==> src/pkg/gpio_port_consts.svh <==
// register indices, reset values and widths of the seven-pin port
`ifndef GPIO_PORT_CONSTS_SVH
`define GPIO_PORT_CONSTS_SVH
`define GP_PIN_COUNT 7
`define GP_ADDR_W 18
`define GP_IDX_DIR 16'hFE32
`define GP_IDX_ODR 16'hFE46
`define GP_IDX_IPSEL 16'hFE4A
`define GP_IDX_LATCH 16'hFF02
`define GP_IDX_VIEW 16'hFFB2
`define GP_RST_PORT 7'h00
`define GP_RST_IPSEL 8'h00
`define GP_UNDEF_READ 8'h00
`define GP_BIT_EXPANSION_INTERRUPT_7_IN_EN 7
`define GP_PIN_TX0 0
`define GP_PIN_RX0 1
`define GP_PIN_CK0 2
`define GP_PIN_TX1 3
`define GP_PIN_RX1 4
`define GP_PIN_CK1 5
`define GP_PIN_EX7 6
`endif

==> src/pkg/gpio_port_pkg.sv <==
// types shared by the seven-pin port
package gpio_port_pkg;
  // controls from one serial channel
  typedef struct packed {
    logic tx_en;
    logic tx_data;
    logic rx_en;
    logic clk_out_en;
    logic clk_out_data;
    logic clk_in_en;
  } serial_ctl_t;
  // pin levels handed to one serial channel
  typedef struct packed {
    logic rx_data;
    logic clk_in;
  } serial_in_t;
  // interrupt pin levels, active low
  typedef struct packed {
    logic external_interrupt_4_in;
    logic external_interrupt_5_in;
    logic expansion_interrupt_7_in;
  } irq_in_t;
  // register bus handshake state
  typedef enum logic [0:0] {
    BUS_IDLE = 1'b0,
    BUS_ACK = 1'b1
  } bus_state_t;
endpackage : gpio_port_pkg

==> src/rtl/pin_sync.sv <==
// two-flop synchroniser for the pin levels
`timescale 1ns/1ps
`default_nettype none
module pin_sync #(
  parameter int WIDTH = 7
) (
  input wire logic ref_clk,
  input wire logic rst,
  input wire logic [WIDTH-1:0] async_in,
  output logic [WIDTH-1:0] sync_out
);
  logic [WIDTH-1:0] meta_q;
  // first stage feeds only the second; reset to the pulled-up idle level, so no false low follows reset
  always_ff @(posedge ref_clk or posedge rst)
  begin
    if (rst)
    begin
      meta_q <= '1;
      sync_out <= '1;
    end
    else
    begin
      meta_q <= async_in;
      sync_out <= meta_q;
    end
  end
endmodule : pin_sync
`default_nettype wire

==> src/rtl/seven_bit_io_port.sv <==
// seven-pin general-purpose port with serial and interrupt sharing
//
// The Avalon-MM slave port is this design's own decision.
`timescale 1ns/1ps
`default_nettype none
`include "gpio_port_consts.svh"
module seven_bit_io_port #(
  parameter int PINS = `GP_PIN_COUNT
) (
  input wire logic ref_clk,
  input wire logic rst,
  input wire logic hw_standby,
  input wire logic sw_standby,
  input wire logic [`GP_ADDR_W-1:0] avs_address,
  input wire logic avs_read,
  input wire logic avs_write,
  input wire logic [31:0] avs_writedata,
  input wire logic [3:0] avs_byteenable,
  output logic [31:0] avs_readdata,
  output logic avs_waitrequest,
  input wire logic [PINS-1:0] pin_in,
  output logic [PINS-1:0] pin_out,
  output logic [PINS-1:0] pin_oe,
  input wire gpio_port_pkg::serial_ctl_t serial0_ctl,
  input wire gpio_port_pkg::serial_ctl_t serial1_ctl,
  output gpio_port_pkg::serial_in_t serial0_in,
  output gpio_port_pkg::serial_in_t serial1_in,
  output gpio_port_pkg::irq_in_t irq_in
);

  // registers and bus state
  logic [PINS-1:0] dir_q;
  logic [PINS-1:0] latch_q;
  logic [PINS-1:0] odr_q;
  logic [7:0] ipsel_q;
  logic [PINS-1:0] view_q;
  logic [PINS-1:0] pin_sync_q;
  gpio_port_pkg::bus_state_t state_q;
  gpio_port_pkg::bus_state_t state_d;
  logic [31:0] readdata_d;

  // request present and accepted at this edge
  logic req;
  logic take;
  logic wr_take;
  logic [7:0] wbyte;
  assign req = avs_read | avs_write;
  assign take = req & (state_q == gpio_port_pkg::BUS_ACK);
  assign wr_take = take & avs_write & avs_byteenable[0];
  assign wbyte = avs_writedata[7:0];

  // address decode, used for reads, writes and checks
  function automatic logic reg_hit(input logic [`GP_ADDR_W-1:0] a, input logic [15:0] idx);
    reg_hit = (a == {idx, 2'b00});
  endfunction : reg_hit

  // pin synchroniser, only the checks look at the raw pins
  pin_sync #(
    .WIDTH(PINS)
  ) u_sync (
    .ref_clk(ref_clk),
    .rst(rst),
    .async_in(pin_in),
    .sync_out(pin_sync_q)
  );

  // handshake: one wait cycle, then a single acknowledge cycle
  always_comb
  begin
    case (state_q)
      gpio_port_pkg::BUS_IDLE: state_d = req ? gpio_port_pkg::BUS_ACK : gpio_port_pkg::BUS_IDLE;
      gpio_port_pkg::BUS_ACK: state_d = gpio_port_pkg::BUS_IDLE;
      default: state_d = gpio_port_pkg::BUS_IDLE;
    endcase
  end

  always_ff @(posedge ref_clk or posedge rst)
  begin
    if (rst)
    begin
      state_q <= gpio_port_pkg::BUS_IDLE;
      avs_waitrequest <= 1'b1;
    end
    else
    begin
      state_q <= state_d;
      avs_waitrequest <= (state_d != gpio_port_pkg::BUS_ACK);
    end
  end

  // read mux, evaluated while the request waits
  always_comb
  begin
    readdata_d = 32'h0000_0000;
    if (reg_hit(avs_address, `GP_IDX_DIR))
      readdata_d[7:0] = `GP_UNDEF_READ;
    else if (reg_hit(avs_address, `GP_IDX_ODR))
      readdata_d[PINS-1:0] = odr_q;
    else if (reg_hit(avs_address, `GP_IDX_IPSEL))
      readdata_d[7:0] = ipsel_q;
    else if (reg_hit(avs_address, `GP_IDX_LATCH))
      readdata_d[PINS-1:0] = latch_q;
    else if (reg_hit(avs_address, `GP_IDX_VIEW))
      readdata_d[PINS-1:0] = view_q;
  end

  // read data stands with the acknowledge cycle
  always_ff @(posedge ref_clk or posedge rst)
  begin
    if (rst)
      avs_readdata <= 32'h0000_0000;
    else if (avs_read && state_q == gpio_port_pkg::BUS_IDLE)
      avs_readdata <= readdata_d;
  end

  // direction register, write-only, bit 7 not stored
  always_ff @(posedge ref_clk or posedge rst)
  begin
    if (rst)
      dir_q <= `GP_RST_PORT;
    else if (hw_standby)
      dir_q <= `GP_RST_PORT;
    else if (wr_take && reg_hit(avs_address, `GP_IDX_DIR))
      dir_q <= wbyte[PINS-1:0];
  end

  // output latch
  always_ff @(posedge ref_clk or posedge rst)
  begin
    if (rst)
      latch_q <= `GP_RST_PORT;
    else if (hw_standby)
      latch_q <= `GP_RST_PORT;
    else if (wr_take && reg_hit(avs_address, `GP_IDX_LATCH))
      latch_q <= wbyte[PINS-1:0];
  end

  // open-drain select
  always_ff @(posedge ref_clk or posedge rst)
  begin
    if (rst)
      odr_q <= `GP_RST_PORT;
    else if (hw_standby)
      odr_q <= `GP_RST_PORT;
    else if (wr_take && reg_hit(avs_address, `GP_IDX_ODR))
      odr_q <= wbyte[PINS-1:0];
  end

  // interrupt pin select, all eight bits kept
  always_ff @(posedge ref_clk or posedge rst)
  begin
    if (rst)
      ipsel_q <= `GP_RST_IPSEL;
    else if (hw_standby)
      ipsel_q <= `GP_RST_IPSEL;
    else if (wr_take && reg_hit(avs_address, `GP_IDX_IPSEL))
      ipsel_q <= wbyte;
  end

  // pin view: latch for outputs, pins for inputs; frozen in software standby
  always_ff @(posedge ref_clk or posedge rst)
  begin
    if (rst)
      view_q <= `GP_RST_PORT;
    else if (!sw_standby)
      view_q <= (dir_q & latch_q) | (~dir_q & pin_sync_q);
  end

  // alternate functions claiming each pin, fixed map with no mode input
  logic [PINS-1:0] alt_out_en;
  logic [PINS-1:0] alt_out_data;
  logic [PINS-1:0] alt_in_claim;
  always_comb
  begin
    alt_out_en = '0;
    alt_out_data = '0;
    alt_in_claim = '0;
    alt_out_en[`GP_PIN_TX0] = serial0_ctl.tx_en;
    alt_out_data[`GP_PIN_TX0] = serial0_ctl.tx_data;
    alt_in_claim[`GP_PIN_RX0] = serial0_ctl.rx_en;
    alt_out_en[`GP_PIN_CK0] = serial0_ctl.clk_out_en;
    alt_out_data[`GP_PIN_CK0] = serial0_ctl.clk_out_data;
    alt_in_claim[`GP_PIN_CK0] = serial0_ctl.clk_in_en;
    alt_out_en[`GP_PIN_TX1] = serial1_ctl.tx_en;
    alt_out_data[`GP_PIN_TX1] = serial1_ctl.tx_data;
    alt_in_claim[`GP_PIN_RX1] = serial1_ctl.rx_en;
    alt_out_en[`GP_PIN_CK1] = serial1_ctl.clk_out_en;
    alt_out_data[`GP_PIN_CK1] = serial1_ctl.clk_out_data;
    alt_in_claim[`GP_PIN_CK1] = serial1_ctl.clk_in_en;
    alt_in_claim[`GP_PIN_EX7] = ipsel_q[`GP_BIT_EXPANSION_INTERRUPT_7_IN_EN];
  end

  // per-pin driver: push-pull or open drain, registered onto the pad
  genvar gi;
  generate
    for (gi = 0; gi < PINS; gi++)
    begin : g_pin
      logic drive;
      logic data;
      assign drive = alt_out_en[gi] | (~alt_in_claim[gi] & dir_q[gi]);
      assign data = alt_out_en[gi] ? alt_out_data[gi] : latch_q[gi];
      always_ff @(posedge ref_clk or posedge rst)
      begin
        if (rst)
        begin
          pin_out[gi] <= 1'b0;
          pin_oe[gi] <= 1'b0;
        end
        else
        begin
          pin_out[gi] <= data;
          pin_oe[gi] <= drive & (~odr_q[gi] | ~data);
        end
      end
    end
  endgenerate

  // synchronised levels handed to the serial and interrupt units
  always_ff @(posedge ref_clk or posedge rst)
  begin
    if (rst)
    begin
      serial0_in <= '0;
      serial1_in <= '0;
      irq_in <= '1;
    end
    else
    begin
      serial0_in.rx_data <= pin_sync_q[`GP_PIN_RX0];
      serial0_in.clk_in <= pin_sync_q[`GP_PIN_CK0];
      serial1_in.rx_data <= pin_sync_q[`GP_PIN_RX1];
      serial1_in.clk_in <= pin_sync_q[`GP_PIN_CK1];
      irq_in.external_interrupt_4_in <= pin_sync_q[`GP_PIN_CK0];
      irq_in.external_interrupt_5_in <= pin_sync_q[`GP_PIN_CK1];
      irq_in.expansion_interrupt_7_in <= ~ipsel_q[`GP_BIT_EXPANSION_INTERRUPT_7_IN_EN] | pin_sync_q[`GP_PIN_EX7];
    end
  end

  // edges since reset, so pipeline checks skip the edges that still flush reset values
  logic [1:0] settle_q;
  always_ff @(posedge ref_clk or posedge rst)
  begin
    if (rst)
      settle_q <= 2'h0;
    else if (settle_q != 2'h3)
      settle_q <= settle_q + 2'h1;
  end
endmodule : seven_bit_io_port
`default_nettype wire

==> config.mk <==
export PLATFORM = sky130hd
export DESIGN_NAME = seven_bit_io_port
export DESIGN_NICKNAME = d
export VERILOG_FILES = /design/src/pkg/gpio_port_pkg.sv /design/src/rtl/pin_sync.sv /design/src/rtl/seven_bit_io_port.sv
export VERILOG_INCLUDE_DIRS = /design/src /design/src/pkg
export SDC_FILE = /design/constraint.sdc
export NUM_CORES = 1
export LEC_CHECK = 0
export ABC_AREA = 1
export CORE_MARGIN = 2
export CORE_UTILIZATION = 50
export CTS_CLUSTER_SIZE = 8
export DETAILED_ROUTE_END_ITERATION = 12
export DONT_BUFFER_PORTS = 1
export RECOVER_POWER = 100
export SETUP_SLACK_MARGIN = 0.4
export SKIP_LAST_GASP = 1
export SLEW_MARGIN = 15
export SYNTH_ARGS = -nofsm -noshare
export SYNTH_HDL_FRONTEND = slang
export SYNTH_SLANG_ARGS = --single-unit
==> constraint.sdc <==
create_clock -name ref_clk -period 6.85 [get_ports ref_clk]
set_input_delay 1.0275 -clock ref_clk [delete_from_list [all_inputs] [get_ports ref_clk]]
set_output_delay 1.0275 -clock ref_clk [all_outputs]
set_load 0.03 [all_outputs]
==> results.toml <==
[status]
status = "finished clean"

[critical_path]
startpoint = "avs_address[17]"
crit_fanout = 11
crit_top_cell = "nand2_1"
cp_data_arrival_time_ns = 2.75
slowest_stage = "nor2_1"
cp.required_ns = 7.06
endpoint_kind = "flip-flop"
cp_cell_sequence = "nand2_1 -> inv_1 -> nand3_2 -> nor2_1 -> nand3_2 -> nand2_1 -> inv_1 -> nand2_1 -> o21ai_0"
worstReg2RegStart = "state_q$_DFF_PP0_"
max_stage_delay_ns = 0.53
worstSetupPathType = "in2reg"
startpoint_type = "input port"

[flow_run]
max-cap-violations = 0

[placed_design]
place_ws_ns = 4.38
dp_hpwl_um = 5030
io_buffers = 0
globalplace.congestion = 0.832

[routing]
vias = 2542
ant_nets = 0
routed_via_density = 5.06
first_pass_iters = 4
wl_per_cell_um = 14.9
drt_iter0_drc = 155
drc = 0
drt-total-wl_um = 7480

[power_and_ir_drop]
switchingPower_uw = 261
p_per_area_nw_per_um2 = 274
seqPwrFrac_pct = 52.3
clkPwrFrac_pct = 40.3
combPwrFrac_pct = 7.4
leakagePower_nw = 1.76
peakVddDrop_v = 0.000166
swShare_pct = 25.1
p_int_uw = 778

[yosys]
postSynthCellCount = 393
ys_top_cells_by_count = "nand2_1, dfrtp_1, nor2_1"
synthArstFlopShare_pct = 100
synth_edf_count = 0
synth.distinct_cells = 27
synthFlopType = "dfrtp_1"
synth.most_common_cell = "nand2_1"
ys_seq_elements = 81
syn_area_um2 = 3650
ys_seq_area_share_pct = 56.1
yosys.area.top_type = "dfrtp_1"
yosys_warnings = 0
synth_top_cell_area_share_pct = 43.2
synth.area.top_cells = "dfrtp_1, dfstp_2, nand2_1"
avgSynthCellArea_um2 = 9.29

[timing]
drv_slew = 0
tns_ns = 0
max_freq_ghz = 0.394
slew_headroom_pct = 31.2
setup_ws_ns = 4.31
hold_ws_ns = 0.354
setup-violations-final = 0
finClkSkew_ns = 0.00751
fin_crit_sh_pct = 37.1
hold_violations = 0
tightest_slew_ns = 1.03
min_period_ns = 2.54
rsz0062_at_grt = "no"

[clocking]
postCtsSetupBuffers = 0
cts_buffers = 9
clock_path_buffers = 2
ctsResizeCount = 0
hold_buffers = 0
cts_tree = "built"
clockRootBuffer = "clkbuf_8"
clk_latency_ns = 0.34
clock-sinks = 81
clk_pin_slew_ns = 0.08
htree_levels = 3

[cells_and_area]
antenna_cells = 0
fin_nets = 477
drive_gt1_share_pct = 11.2
utilization_pct = 52.9
syn2layout_area_growth_pct = 3.98
fill_cells = 679

[worst_hold_path]
hold_path.class = "reg2reg"
min-delay-start = "u_sync.meta_q[6]$_DFF_PP1_"

[global_routing]
grt_pass1_vias = 2283
antenna_found_initial = 0
grt_use_total_pct = 19.5
grt_first_pass_wirelength_um = 11500
overflow = 0
grt_start_max_net_pins = 82

[floorplan]
num_rows = 31
die_y_um = 89.5
initial_utilization_pct = 50.9
die_w_um = 89.5
core_um2 = 7180
dieArea_um2 = 8000
io_pins = 133
registers in the layout, indices dropped and copies added, names as in the netlist:
| name | flops |
|---|---|
| state_q | 1 |
| latch_q | 7 |
| pin_oe | 7 |
| u_sync.sync_out | 7 |
| ipsel_q | 8 |
| avs_waitrequest | 1 |
| pin_out | 7 |
| view_q | 7 |
| serial1_in | 2 |
| avs_readdata | 8 |
| serial0_in | 2 |
| odr_q | 7 |
| dir_q | 7 |
| irq_in | 3 |
| u_sync.meta_q | 7 |
final timing paths:
| check | to | slack, ns | cells past startpoint |
|---|---|---|---|
| setup / recovery | latch_q[4]$_DFFE_PP0P_ | 4.31 | 9 |
| hold reg to reg | u_sync.sync_out[6]$_DFF_PP1_ | 0.35 | 0 |
| min in group asynchronous | dir_q[6]$_DFFE_PP0P_ | 0.90 | 2 |
| max in group asynchronous | latch_q[6]$_DFFE_PP0P_ | 5.28 | 2 |
| setup reg to reg | ipsel_q[5]$_DFFE_PP0P_ | 5.14 | 5 |
| hold / removal | u_sync.sync_out[6]$_DFF_PP1_ | 0.35 | 0 |
cells in the final DEF, fill, tap and decap left out, drive strengths merged:
cell type	n
nand2	80
dfrtp	63
o21ai	59
nor2	45
inv	40
nand3	25
conb	24
dfstp	18
clkbuf	11
a21oi	10
nand4	7
nor3	4
clkinv	4
o211ai	3
bufinv	3
a211oi	2
clkinvlp	2
a22oi	1
or2	1
buf	1
metal layers:
layer  share of wire (%)  vias up  GRT usage (%)
met1                  44     1209           26.0
met2                  47       98           30.9
met3                 8.0        9           6.46
met4                 1.1        0           5.29
met5                   0        -              0
li1                    -     1226              -
kinds of logic after synthesis:
group / Yosys count / synth area share [%]
compound gates: 75 / 12.5
simple gates: 162 / 20.1
buf+inv: 74 / 11.1
flops: 81 / 56.1
other cells: 1 / 0.103
power by group through the flow:
| stage | logic (mW) | clock network, mW | registers, mW |
|---|---|---|---|
| floorplan | 0.0811 | 0 | 0.548 |
| global placement | 0.0815 | 0 | 0.553 |
| detailed placement | 0.0831 | 0 | 0.553 |
| CTS | 0.0832 | 0.427 | 0.544 |
| global route | 0.0892 | 0.450 | 0.547 |
| finish | 0.0769 | 0.419 | 0.543 |
per-stage QoR:
step,cells,total power [mW],cell area [um^2]
finish,502,1.04,3800
global route,502,1.09,3800
CTS,502,1.05,3870
detailed placement,486,0.636,3630
global placement,486,0.634,3630
floorplan,416,0.630,3740
final cells by class:
cell class | count | area, um^2 | area share (%)
Clock buffer | 11 | 141 | 3.72
Clock inverter | 5 | 103 | 2.70
Inverter | 44 | 166 | 4.38
Multi-Input combinational cell | 261 | 1200 | 31.7
Sequential cell | 81 | 2050 | 54.0
Tap cell | 99 | 124 | 3.26
Timing Repair Buffer | 1 | 7.51 | 0.198
worst max-delay path, delay by kind of cell:
family / cells / cell delay (ns)
buffers and inverters: 2 / 0.49
AO/OA/AOI/OAI: 1 / 0.08
AND/OR/NAND/NOR: 6 / 1.14
Note: power is estimated with default switching activity, not from simulation.
